--- src/tsq_map.svh ---
/*
  register offsets, field positions and reset values of the
  trigger sequencer data register block.
  assumes: included by bare name; word-indexed register port.
*/
`ifndef TSQ_MAP_SVH
`define TSQ_MAP_SVH

`define TSQ_ADDR_W 5
`define TSQ_OFF_CTRL 5'h00
`define TSQ_OFF_TIMER0_LIMIT 5'h01
`define TSQ_OFF_TIMER1_LIMIT 5'h02
`define TSQ_OFF_STEP_DELAY_LIMIT 5'h03
`define TSQ_OFF_LOOP_COUNTER0_LIMIT 5'h04
`define TSQ_OFF_LOOP_COUNTER1_LIMIT 5'h05
`define TSQ_OFF_COPY_SOURCE_VALUE 5'h06
`define TSQ_OFF_ADD_SOURCE_VALUE 5'h07
`define TSQ_OFF_ADC_CHANNEL_LITERAL 5'h08
`define TSQ_OFF_ACTIVE_STEP_POINTER 5'h09
`define TSQ_OFF_ADC_CHANNEL_SELECT 5'h0a
`define TSQ_OFF_QUEUE_BASE 5'h10
`define TSQ_QUEUE_REGS 8
`define TSQ_QUEUE_IDX_W 3

`define TSQ_CTRL_ENABLE_BIT 15
`define TSQ_CTRL_VIS_BIT 8
`define TSQ_CTRL_RUN_BIT 7
`define TSQ_CTRL_DELAY_ON_BIT 0

`define TSQ_RESET_VALUE 16'h0000
`define TSQ_PTR_W 5
`define TSQ_PTR_MASK 16'h001f
`define TSQ_BYTE_W 8

`endif

--- src/tsq_pkg.sv ---
/*
  types shared by the trigger sequencer data register block.
  assumes: nothing beyond a SystemVerilog compiler.
*/
`default_nettype none
package tsq_pkg;
  typedef logic [15:0] tsq_word_t;
  typedef enum logic [1:0] {
    TSQ_FETCH = 2'b00,
    TSQ_EXEC = 2'b01,
    TSQ_WAIT = 2'b11
  } tsq_state_e;
  typedef enum logic [2:0] {
    TSQ_TGT_C0 = 3'h0,
    TSQ_TGT_C1 = 3'h1,
    TSQ_TGT_T0 = 3'h2,
    TSQ_TGT_T1 = 3'h3,
    TSQ_TGT_SD = 3'h4,
    TSQ_TGT_LIT = 3'h5
  } tsq_target_e;
endpackage : tsq_pkg
`default_nettype wire
--- src/tsq_core.sv ---
/*
  trigger sequencer data and queue registers with a small step engine that
  executes add, copy, literal, jump-while-counter and timer wait steps.
  assumes: single clk, word-indexed register port with read data one cycle
  after the read strobe; software loads registers before setting run.
*/
// Our own choices: the placing of the registers and the address-and-strobe port.
// How it works
// - timer 1 limit only used by the start-timer1-and-wait step
// - while enable and run are both set, software writes are ignored except to the control enable, run and visibility bits
// - with step delay on, each step lasts step-delay limit plus three clocks
// - counter 0 limit is the loop count of jump-while-counter0
// - counter 1 limit is the loop count of jump-while-counter1
// - copy step moves the hold value into the selected target
// - add step adds the adjust value into the selected target
// - literal control step writes the literal to adc channel select
// - five-bit queue pointer, upper bits read as zero
// - eight queue registers, step 2x low byte, 2x+1 high byte
// - queue contents are never cleared by any reset
// - add options 0-5 and copy options 8-13 pick c0,c1,t0,t1,sd,literal
// - visibility bit makes limit reads return live counter values
// - run bit starts sequential execution, clearing it stops
`default_nettype none
`include "tsq_map.svh"
module tsq_core (
  input wire logic clk,
  input wire logic rst_b,
  input wire logic [4:0] reg_addr,
  input wire logic [15:0] reg_wdata,
  input wire logic reg_wr,
  input wire logic reg_rd,
  output logic [15:0] reg_rdata,
  output logic [15:0] adc_channel_select,
  output logic running
);
  tsq_pkg::tsq_word_t timer0_limit_q, timer1_limit_q, step_delay_limit_q;
  tsq_pkg::tsq_word_t loop_counter0_limit_q, loop_counter1_limit_q;
  tsq_pkg::tsq_word_t copy_source_value_q, add_source_value_q;
  tsq_pkg::tsq_word_t adc_channel_literal_q, adc_channel_select_q;
  tsq_pkg::tsq_word_t loop_count0_q, loop_count1_q, rdata_q;
  logic [4:0] active_step_pointer_q;
  logic sequencer_enable_bit_q, sequencer_run_bit_q, running_q;
  logic limit_read_visibility_q, delay_on_q;
  logic [15:0] queue_q [`TSQ_QUEUE_REGS];
  tsq_pkg::tsq_state_e state_q;
  logic [7:0] cmd_q;
  logic locked, sw_wr, wait_done, t_start;
  logic t0_run, t1_run, sd_run, t0_match, t1_match, sd_match;
  tsq_pkg::tsq_word_t t0_count, t1_count, sd_count;

  function automatic logic hit(input logic [4:0] a, input logic [4:0] off);
    hit = (a == off);
  endfunction : hit

  // add or copy into one of the six targets
  function automatic tsq_pkg::tsq_word_t upd(input tsq_pkg::tsq_word_t cur,
                                             input logic [7:0] cmd,
                                             input tsq_pkg::tsq_target_e t,
                                             input tsq_pkg::tsq_word_t hold,
                                             input tsq_pkg::tsq_word_t adj);
    upd = cur;
    if (cmd[7:4] == 4'h1 && cmd[2:0] == 3'(t) && cmd[3:1] != 3'h7) begin
      upd = cmd[3] ? hold : 16'(cur + adj);
    end
  endfunction : upd

  assign locked = sequencer_enable_bit_q && sequencer_run_bit_q;
  assign sw_wr = reg_wr && !locked;
  assign running = running_q;

  // control bits
  always_ff @(posedge clk or negedge rst_b) begin
    if (!rst_b) begin
      sequencer_enable_bit_q <= 1'b0;
      sequencer_run_bit_q <= 1'b0;
      limit_read_visibility_q <= 1'b0;
      running_q <= 1'b0;
    end else if (reg_wr && hit(reg_addr, `TSQ_OFF_CTRL)) begin
      // control stays writable so software can stop the engine
      sequencer_enable_bit_q <= reg_wdata[`TSQ_CTRL_ENABLE_BIT];
      sequencer_run_bit_q <= reg_wdata[`TSQ_CTRL_RUN_BIT];
      limit_read_visibility_q <= reg_wdata[`TSQ_CTRL_VIS_BIT];
      running_q <= reg_wdata[`TSQ_CTRL_ENABLE_BIT] && reg_wdata[`TSQ_CTRL_RUN_BIT];
    end
  end

  // step engine
  assign t_start = (state_q == tsq_pkg::TSQ_EXEC);
  assign t0_run = (state_q == tsq_pkg::TSQ_WAIT) && cmd_q == 8'h08;
  assign t1_run = (state_q == tsq_pkg::TSQ_WAIT) && cmd_q == 8'h09;
  assign sd_run = (state_q == tsq_pkg::TSQ_WAIT);
  assign wait_done = (!delay_on_q || sd_match)
    && (cmd_q != 8'h08 || t0_match) && (cmd_q != 8'h09 || t1_match);

  always_ff @(posedge clk or negedge rst_b) begin
    if (!rst_b) begin
      state_q <= tsq_pkg::TSQ_FETCH;
      cmd_q <= 8'h00;
    end else if (!locked) begin
      state_q <= tsq_pkg::TSQ_FETCH;
    end else begin
      unique case (state_q)
        tsq_pkg::TSQ_FETCH: begin
          cmd_q <= active_step_pointer_q[0] ?
            queue_q[active_step_pointer_q[3:1]][15:8] :
            queue_q[active_step_pointer_q[3:1]][7:0];
          state_q <= tsq_pkg::TSQ_EXEC;
        end
        tsq_pkg::TSQ_EXEC: begin
          state_q <= tsq_pkg::TSQ_WAIT;
        end
        tsq_pkg::TSQ_WAIT: begin
          if (wait_done) begin
            state_q <= tsq_pkg::TSQ_FETCH;
          end
        end
      endcase
    end
  end

  tsq_counter u_t0 (.clk(clk), .rst_b(rst_b), .start(t_start), .run(t0_run),
    .limit(timer0_limit_q), .match(t0_match), .count(t0_count));
  tsq_counter u_t1 (.clk(clk), .rst_b(rst_b), .start(t_start), .run(t1_run),
    .limit(timer1_limit_q), .match(t1_match), .count(t1_count));
  tsq_counter u_sd (.clk(clk), .rst_b(rst_b), .start(t_start), .run(sd_run),
    .limit(step_delay_limit_q), .match(sd_match), .count(sd_count));

  // step delay enable and pointer / loop counters
  always_ff @(posedge clk or negedge rst_b) begin
    if (!rst_b) begin
      delay_on_q <= 1'b0;
    end else if (sw_wr && hit(reg_addr, `TSQ_OFF_CTRL)) begin
      delay_on_q <= reg_wdata[`TSQ_CTRL_DELAY_ON_BIT];
    end else if (t_start && cmd_q == 8'h02) begin
      delay_on_q <= 1'b0;
    end else if (t_start && cmd_q == 8'h06) begin
      delay_on_q <= 1'b1;
    end
  end

  always_ff @(posedge clk or negedge rst_b) begin
    if (!rst_b) begin
      active_step_pointer_q <= 5'h00;
      loop_count0_q <= 16'h0000;
      loop_count1_q <= 16'h0000;
    end else if (sw_wr && hit(reg_addr, `TSQ_OFF_ACTIVE_STEP_POINTER)) begin
      active_step_pointer_q <= reg_wdata[4:0];
    end else if (locked && state_q == tsq_pkg::TSQ_WAIT && wait_done) begin
      unique casez (cmd_q[7:5])
        3'b101: active_step_pointer_q <= cmd_q[4:0];
        3'b110: begin
          if (loop_count0_q == loop_counter0_limit_q) begin
            loop_count0_q <= 16'h0000;
            active_step_pointer_q <= 5'(active_step_pointer_q + 5'h01);
          end else begin
            loop_count0_q <= 16'(loop_count0_q + 16'h0001);
            active_step_pointer_q <= cmd_q[4:0];
          end
        end
        3'b111: begin
          if (loop_count1_q == loop_counter1_limit_q) begin
            loop_count1_q <= 16'h0000;
            active_step_pointer_q <= 5'(active_step_pointer_q + 5'h01);
          end else begin
            loop_count1_q <= 16'(loop_count1_q + 16'h0001);
            active_step_pointer_q <= cmd_q[4:0];
          end
        end
        default: active_step_pointer_q <= 5'(active_step_pointer_q + 5'h01);
      endcase
    end
  end

  // limit, hold, adjust and literal registers
  always_ff @(posedge clk or negedge rst_b) begin
    if (!rst_b) begin
      timer0_limit_q <= `TSQ_RESET_VALUE;
      timer1_limit_q <= `TSQ_RESET_VALUE;
      step_delay_limit_q <= `TSQ_RESET_VALUE;
      loop_counter0_limit_q <= `TSQ_RESET_VALUE;
      loop_counter1_limit_q <= `TSQ_RESET_VALUE;
      copy_source_value_q <= `TSQ_RESET_VALUE;
      add_source_value_q <= `TSQ_RESET_VALUE;
      adc_channel_literal_q <= `TSQ_RESET_VALUE;
    end else if (sw_wr) begin
      if (hit(reg_addr, `TSQ_OFF_TIMER0_LIMIT)) timer0_limit_q <= reg_wdata;
      if (hit(reg_addr, `TSQ_OFF_TIMER1_LIMIT)) timer1_limit_q <= reg_wdata;
      if (hit(reg_addr, `TSQ_OFF_STEP_DELAY_LIMIT)) step_delay_limit_q <= reg_wdata;
      if (hit(reg_addr, `TSQ_OFF_LOOP_COUNTER0_LIMIT)) loop_counter0_limit_q <= reg_wdata;
      if (hit(reg_addr, `TSQ_OFF_LOOP_COUNTER1_LIMIT)) loop_counter1_limit_q <= reg_wdata;
      if (hit(reg_addr, `TSQ_OFF_COPY_SOURCE_VALUE)) copy_source_value_q <= reg_wdata;
      if (hit(reg_addr, `TSQ_OFF_ADD_SOURCE_VALUE)) add_source_value_q <= reg_wdata;
      if (hit(reg_addr, `TSQ_OFF_ADC_CHANNEL_LITERAL)) adc_channel_literal_q <= reg_wdata;
    end else if (t_start) begin
      loop_counter0_limit_q <= upd(loop_counter0_limit_q, cmd_q, tsq_pkg::TSQ_TGT_C0,
        copy_source_value_q, add_source_value_q);
      loop_counter1_limit_q <= upd(loop_counter1_limit_q, cmd_q, tsq_pkg::TSQ_TGT_C1,
        copy_source_value_q, add_source_value_q);
      timer0_limit_q <= upd(timer0_limit_q, cmd_q, tsq_pkg::TSQ_TGT_T0,
        copy_source_value_q, add_source_value_q);
      timer1_limit_q <= upd(timer1_limit_q, cmd_q, tsq_pkg::TSQ_TGT_T1,
        copy_source_value_q, add_source_value_q);
      step_delay_limit_q <= upd(step_delay_limit_q, cmd_q, tsq_pkg::TSQ_TGT_SD,
        copy_source_value_q, add_source_value_q);
      adc_channel_literal_q <= upd(adc_channel_literal_q, cmd_q, tsq_pkg::TSQ_TGT_LIT,
        copy_source_value_q, add_source_value_q);
    end
  end

  // adc channel select driven by the control step
  always_ff @(posedge clk or negedge rst_b) begin
    if (!rst_b) begin
      adc_channel_select_q <= 16'h0000;
    end else if (t_start) begin
      unique casez (cmd_q)
        8'h0c: adc_channel_select_q <= loop_count0_q;
        8'h0d: adc_channel_select_q <= loop_count1_q;
        8'h0e: adc_channel_select_q <= adc_channel_literal_q;
        8'b001?_????: adc_channel_select_q <= {11'h000, cmd_q[4:0]};
        default: adc_channel_select_q <= adc_channel_select_q;
      endcase
    end
  end
  assign adc_channel_select = adc_channel_select_q;

  // queue storage: no reset, contents survive every reset
  generate
    for (genvar i = 0; i < `TSQ_QUEUE_REGS; i++) begin : g_queue
      always_ff @(posedge clk) begin
        if (sw_wr && hit(reg_addr, 5'(`TSQ_OFF_QUEUE_BASE + i))) begin
          queue_q[i] <= reg_wdata;
        end
      end
    end
  endgenerate

  // read port, data valid one cycle after the strobe
  always_ff @(posedge clk or negedge rst_b) begin
    if (!rst_b) begin
      rdata_q <= 16'h0000;
    end else if (reg_rd) begin
      rdata_q <= 16'h0000;
      if (reg_addr[4:3] == 2'b10) begin
        rdata_q <= queue_q[reg_addr[2:0]];
      end else begin
        unique case (reg_addr)
          `TSQ_OFF_CTRL: rdata_q <= {sequencer_enable_bit_q, 6'h00,
            limit_read_visibility_q, sequencer_run_bit_q, 6'h00, delay_on_q};
          `TSQ_OFF_TIMER0_LIMIT:
            rdata_q <= limit_read_visibility_q ? t0_count : timer0_limit_q;
          `TSQ_OFF_TIMER1_LIMIT:
            rdata_q <= limit_read_visibility_q ? t1_count : timer1_limit_q;
          `TSQ_OFF_STEP_DELAY_LIMIT:
            rdata_q <= limit_read_visibility_q ? sd_count : step_delay_limit_q;
          `TSQ_OFF_LOOP_COUNTER0_LIMIT:
            rdata_q <= limit_read_visibility_q ? loop_count0_q : loop_counter0_limit_q;
          `TSQ_OFF_LOOP_COUNTER1_LIMIT:
            rdata_q <= limit_read_visibility_q ? loop_count1_q : loop_counter1_limit_q;
          `TSQ_OFF_COPY_SOURCE_VALUE: rdata_q <= copy_source_value_q;
          `TSQ_OFF_ADD_SOURCE_VALUE: rdata_q <= add_source_value_q;
          `TSQ_OFF_ADC_CHANNEL_LITERAL: rdata_q <= adc_channel_literal_q;
          `TSQ_OFF_ACTIVE_STEP_POINTER:
            rdata_q <= {11'h000, active_step_pointer_q};
          `TSQ_OFF_ADC_CHANNEL_SELECT: rdata_q <= adc_channel_select_q;
          default: rdata_q <= 16'h0000;
        endcase
      end
    end
  end
  assign reg_rdata = rdata_q;
endmodule : tsq_core
`default_nettype wire

--- src/tsq_counter.sv ---
/*
  16-bit wait counter: counts up from zero while running and holds at the limit, flags match.
  assumes: same clock and reset as the sequencer core.
*/
`default_nettype none
module tsq_counter (
  input wire logic clk,
  input wire logic rst_b,
  input wire logic start,
  input wire logic run,
  input wire tsq_pkg::tsq_word_t limit,
  output logic match,
  output tsq_pkg::tsq_word_t count
);
  tsq_pkg::tsq_word_t count_q;

  always_ff @(posedge clk or negedge rst_b) begin
    if (!rst_b) begin
      count_q <= 16'h0000;
    end else if (start) begin
      count_q <= 16'h0000;
    end else if (run && count_q != limit) begin
      count_q <= count_q + 16'h0001;
    end
  end

  assign match = run && (count_q == limit);
  assign count = count_q;
endmodule : tsq_counter
`default_nettype wire

--- config.mk ---
export PLATFORM = sky130hd
export DESIGN_NAME = tsq_core
export DESIGN_NICKNAME = d
export VERILOG_FILES = /design/src/tsq_pkg.sv /design/src/tsq_core.sv /design/src/tsq_counter.sv
export VERILOG_INCLUDE_DIRS = /design/src
export SDC_FILE = /design/constraint.sdc
export NUM_CORES = 1
export LEC_CHECK = 0
export ABC_AREA = 1
export BUFFER_PORTS_ARGS = -buffer_cell sky130_fd_sc_hd__buf_2
export CAP_MARGIN = 10
export CORE_ASPECT_RATIO = 0.7
export CORE_MARGIN = 1.5
export CORE_UTILIZATION = 35
export DETAILED_ROUTE_END_ITERATION = 7
export PLACE_DENSITY_LB_ADDON = 0.3
export SLEW_MARGIN = 10
export SYNTH_ARGS = -nofsm -noshare
export SYNTH_HDL_FRONTEND = slang
export SYNTH_SLANG_ARGS = --single-unit
--- constraint.sdc ---
create_clock -name clk -period 8.7 [get_ports clk]
set_input_delay 0.87 -clock clk [delete_from_list [all_inputs] [get_ports clk]]
set_output_delay 0.87 -clock clk [all_outputs]
set_load 0.03 [all_outputs]
After elaboration in Yosys (flattened, before gate mapping)
Memories as Yosys holds them, arrays and structs flattened.
Index checks and enable logic that the tools add are counted.

word-level totals
  register bits after elaboration = 260
  bits in writable memories = 128
  input bits = 25
  output and inout bits = 33
  memories kept = 1

cells by class
  add/sub/neg operators = 12
  eq/ne operators = 56
  mux-type cells = 95
  bitwise logic cells = 1
  reductions and logical operators = 80

memory list
  name     words  bits a word  rd ports  clocked after memory_dff  wr ports  RTL line        source
  queue_q  8      16           2         0                         1         tsq_core.sv:44  logic [15:0] queue_q [`TSQ_QUEUE_REGS];

operators with widths
  operator                 number
  $mux W16                 51
  $pmux W16 S11            1
  $reduce_or A16 Y1        7
  $add A16 B16 Y16         6
  $add A16 B1 Y16 const B  5
  $eq A16 B16 Y1           5
  $pmux W16 S4             1
  $ne A16 B16 Y1           3
  $eq A5 B5 Y1 const B     8
  $eq A8 B4 Y1 const B     5
  $logic_and A1 B1 Y1      40
  $mux W1                  26
  $reduce_and A3 Y1        8
  $reduce_bool A2 Y1       11
  $mux W3                  7
  $eq A5 B3 Y1 const B     4
  $mux W5                  4
  $ne A8 B4 Y1 const B     2
  $eq A3 B3 Y1 const B     5
  $eq A5 B4 Y1 const B     3
  $pmux W5 S3              1
  $ne A2 B1 Y1 const B     6
  $eq A5 B2 Y1 const B     2
  $eq A8 B2 Y1 const B     1
  other kinds (21)         32

Longest topological paths before layout
  depth in word-level cells = 14
  depth in mapped cells = 14
  mapped depth without buffers = 13

Hierarchy
Synthesis repeated with hierarchy kept, for this count alone.

unflattened totals
  cells, all modules = 4,361
  area, all modules = 29,029.1 µm²

modules (own cells, without submodules)
  module       instances  cells an instance  area each (µm²)  sequential area each (µm²)
  tsq_core     1          3,623              24,656.1         9,148.8
  tsq_counter  3          246                1,457.6          400.4

Worst setup path before layout
Ideal clock, no wire load.

  kind = input -> register
  start point = input port reg_wr
  end point = memory queue_q[0][0] (enable)
  library setup time = 409 ps
  arrival = 2,873 ps
  required time = 8,291 ps
  setup slack = 5,418 ps
  stages = 6
  buffers on the path = 2
  path through = inv_1 -> nor2_2 -> buf_2 -> clkbuf_1 -> nand2_1 -> nor3_1

between the ends
  word-level cells in the longest chain between the ends = 12
  elaborated cells on any way between the ends = 46

RTL lines
  what                                                                      RTL line         source
  start: declaration                                                        tsq_core.sv:30   input wire logic reg_wr,
  $logic_and A1 B1 Y1 *                                                     tsq_core.sv:68   assign sw_wr = reg_wr && !locked;
  $logic_and A1 B1 Y1                                                       tsq_core.sv:230  if (sw_wr && hit(reg_addr, 5'(`TSQ_OFF_QUEUE_BASE + i))) begin
  $mux W1                                                                   tsq_core.sv:230
  $mux W1 (implied by the code)                                             tsq_core.sv:231  queue_q[i] <= reg_wdata;
  $reduce_or A16 Y1 (no source line)                                        --
  $mux W3 (no source line) / $mux W1 (equally long branches) (7 in series)  --
  end: declaration                                                          tsq_core.sv:44

Every way passes the cells marked *; elsewhere a longest branch is shown, timed or not.

Worst setup path in the final report
  start point = register cmd_q[3]
  end point = register adc_channel_select_q[7], in the netlist adc_channel_select[7]

between the ends
  word-level cells in the longest chain between the ends = 3
  elaborated cells on any way between the ends = 6

RTL lines
  what                                 RTL line         source
  start: declaration                   tsq_core.sv:46   logic [7:0] cmd_q;
  start signal: assignment             tsq_core.sv:104  cmd_q <= active_step_pointer_q[0] ?
  $eq A8 B4 Y1                         tsq_core.sv:215  unique casez (cmd_q)
  $reduce_bool A4 Y1 (no source line)  --
  $reduce_and A2 Y1 (no source line)   --
  end signal: assignment               tsq_core.sv:216  8'h0c: adc_channel_select_q <= loop_count0_q;
  end signal: assignment               tsq_core.sv:217  8'h0d: adc_channel_select_q <= loop_count1_q;
  end signal: assignment               tsq_core.sv:218  8'h0e: adc_channel_select_q <= adc_channel_literal_q;
  end: declaration                     tsq_core.sv:39   tsq_pkg::tsq_word_t adc_channel_literal_q, adc_channel_select_q;

Several ways; a longest one is shown, not always the timed one.
A chain may end at the register's enable or synchronous reset.

==> flow_summary_export.csv <==
group,metric,value,unit
routing,met2_length,44600,um
flow_run,cap_violations,0,
routing,dr_wl_met3,18500,um
cts,cts_made_buffers,44,
routing,wirelength,122000,um
synthesis,synth_edf_count,128,
synthesis,syn_nets,3869,
cts,cts_max_path_buffers,3,
routing,highest_layer,"met4",
pwr,sequentialPowerShare,0.341,
sta,rsz0062_at_grt,"false",
cts,cts_hold_buf,0,
global_route,grt_usage,0.301,
global_route,grt_pass1_wl,173000,um
sta,slew_headroom,0.210,
cts,clock_latency,0.62,ns
setup_path,crit_path_start_kind,"flop",
synthesis,synth.avg_cell_area,7.17,um^2
cells_and_area,final_nets,3849,
sta,slew_viol_final,0,
outcome,status,"finished clean",
global_route,grt_max_degree,131,
die,dieArea,78400,um^2
min_path,hold_class,"primary input to asynchronous set/reset pin",
pwr,pwr_density_cell,263,nW/um^2
pwr,peakVddDrop,0.163,mV
setup_path,cp_max_fo,43,
die,ioPinCount,58,
synthesis,netlist.area_leader.share,0.242,
pwr,p_int,0.00430,W
die,coreArea,75500,um^2
setup_path,path_class,"flop to flop",
place,placed_cells,4665,
setup_path,path_cells,"buf_4 -> nand2_1 -> nor2_1 -> nand3_1 -> nand3_2 -> nor2_1 -> o21ai_1 -> o21ai_0",
routing,via_count,27700,
cells_and_area,stdcell_count,4747,
routing,drt_iter0_markers,4191,
cells_and_area,syn2layout_area_growth,10.2,%
pwr,p_leak,13.1,nW
place,gp_congestion,1.09,
die,num_rows,84,
synthesis,ys_top_cells_by_count,"nand2_1 (1030), nor2_1 (408), o21ai_0 (301)",
die,die_w,334,um
routing,drtAntennaViolNets,0,
global_route,overflow,0,
setup_path,endpoint_kind,"flop",
cts,cts_tree,"yes",
pwr,p_switching,0.00349,W
pwr,pwr-share-comb,0.391,
sta,worstMarginPinSlew,1.18,ns
synthesis,ys.warnings.count,0,
synthesis,syn_area,26800,um^2
cts,cts_resized,0,
cts,cts_setup_buffers,0,
synthesis,dominantRegCellSynth,"dfrtp_1",
setup_path,cp_common_cell,"nor2_1",
sta,min_period,3.69,ns
setup_path,slowest_delay,0.72,ns
synthesis,synth_area_leaders,"dfrtp_1 (24%), nand2_1 (14%), edfxtp_1 (14%), nor2_1 (5.7%), o21ai_0 (5.6%)",
synthesis,yosysMostFrequentCell,"nand2_1",
routing,routed_via_density,5.83,
die,start_util,0.356,
routing,drcViolationCount,0,
sta,period_share,0.424,
sta,fin_skew,0.0280,ns
setup_path,worstPathRequired,9.15,ns
synthesis,synth.ff_latch_count,388,
routing,m1WireLength,55700,um
place,numPortBuffers,57,
pwr,p_clk_frac,0.268,
cells_and_area,num-fill-cells,7941,
sta,setup_tns,0,ns
sta,whs,0.215,ns
sta,max_freq,271,MHz
place,dp_hpwl,90200,um
global_route,antenna_found_initial,1,
synthesis,async_reset_ff_frac,0.670,
cells_and_area,drive_above_1_share,0.0697,
synthesis,ys_types,53,
die,die_h,235,um
cts,clkTransAtPathRegs,0.06,ns
cts,cts_num_sinks,388,
routing,wl_per_cell,25.6,um
cells_and_area,regMostFlops,"queue_q",
synthesis,synth_largest_area_cell,"dfrtp_1",
setup_path,cpMaxStageDelayCell,"nand3_2",
setup_path,cp.arrival,4.14,ns
cells_and_area,largest_reg_flops,128,
setup_path,cp_num_buf_inv,1,
setup_path,crit_family,"simple AND/OR/NAND/NOR gates",
synthesis,synth_seq_area_share,0.386,
global_route,grt_pass1_vias,23700,
pwr,swShare,0.448,
sta,finalHoldViolations,0,
synthesis,synthesis.instances,3742,
sta,setup_viol,0,
cts,root_buffer,"clkbuf_16",
routing,firstDrtPassIters,6,
cts,cts_max_level,2,
## cell type report
cell class	count	area, um^2	area share
Multi-Input combinational cell	2892	14700	0.497
Sequential cell	388	10400	0.350
Tap cell	989	1240	0.0418
Clock buffer	56	1210	0.0408
Inverter	302	1130	0.0383
Timing Repair Buffer	94	586	0.0198
Clock inverter	25	363	0.0123
Antenna cell	1	2.50	0.0000846
## cell usage in the layout (no fill, tap or decap), types with 22 or more instances in the layout
| cell | n |
|---|---|
| a21oi_1 | 258 |
| a22oi_1 | 28 |
| a31oi_1 | 22 |
| buf_2 | 56 |
| buf_4 | 36 |
| clkbuf_16 | 44 |
| dfrtp_1 | 258 |
| edfxtp_1 | 128 |
| ha_1 | 96 |
| inv_1 | 272 |
| inv_2 | 25 |
| nand2_1 | 1030 |
| nand3_1 | 257 |
| nand3b_1 | 35 |
| nand4_1 | 58 |
| nor2_1 | 401 |
| nor2_2 | 22 |
| nor3_1 | 36 |
| nor4_1 | 22 |
| o21ai_0 | 301 |
| o21ai_1 | 26 |
| o221ai_1 | 23 |
| o22ai_1 | 42 |
| xnor2_1 | 30 |
| xor2_1 | 76 |
## stage by stage
stage	instance area (um^2)	worst slack (ns)	utilization	total power (W)
2_1_floorplan	26800	5.42	-	0.00447
3_3_place_gp	28000	4.88	0.371	0.00557
3_5_place_dp	28000	4.84	0.371	0.00557
4_1_cts	29600	5.19	0.392	0.00766
5_1_grt	29600	4.89	0.392	0.00817
6_report	29600	5.01	0.392	0.00779
## logic make-up after synthesis
kind of cell	share of synthesized area
AND/OR/NAND/NOR	0.298
AO/OA/AOI/OAI	0.163
buffers and inverters	0.0681
flip-flops	0.386
XOR/XNOR	0.0346
adder cells (fa/ha/maj)	0.0492
multiplexers	0.000746
## per-layer routing
| layer | GRT usage | vias up |
|---|---|---|
| met3 | 0.117 | 182 |
| met2 | 0.373 | 1712 |
| met4 | 0.0713 | 0 |
| met1 | 0.470 | 13200 |
| met5 | 0 | - |
| li1 | - | 12600 |
## power groups by stage
stage,clock network [W],registers [W],logic [W]
after floorplan,0,0.00239,0.00208
after global placement,0,0.00264,0.00293
after detailed placement,0,0.00264,0.00293
after CTS,0.00211,0.00261,0.00294
after global routing,0.00218,0.00264,0.00335
final,0.00209,0.00265,0.00305
## final timing paths
kind	slack [ns]	depth (start not counted)	endpoint	start
max in group asynchronous	7.06	2	limit_read_visibility_q	rst_b
worst max-delay path	5.01	8	adc_channel_select[7]	cmd_q[3]
worst min register to register	0.48	2	reg_rdata[7]	reg_rdata[7]
worst min-delay path	0.21	1	loop_count0_q[11]	rst_b
worst max register to register	5.01	8	adc_channel_select[7]	cmd_q[3]
min in group clk	0.48	2	reg_rdata[7]	reg_rdata[7]
Note: power is estimated with default switching activity, not from simulation.
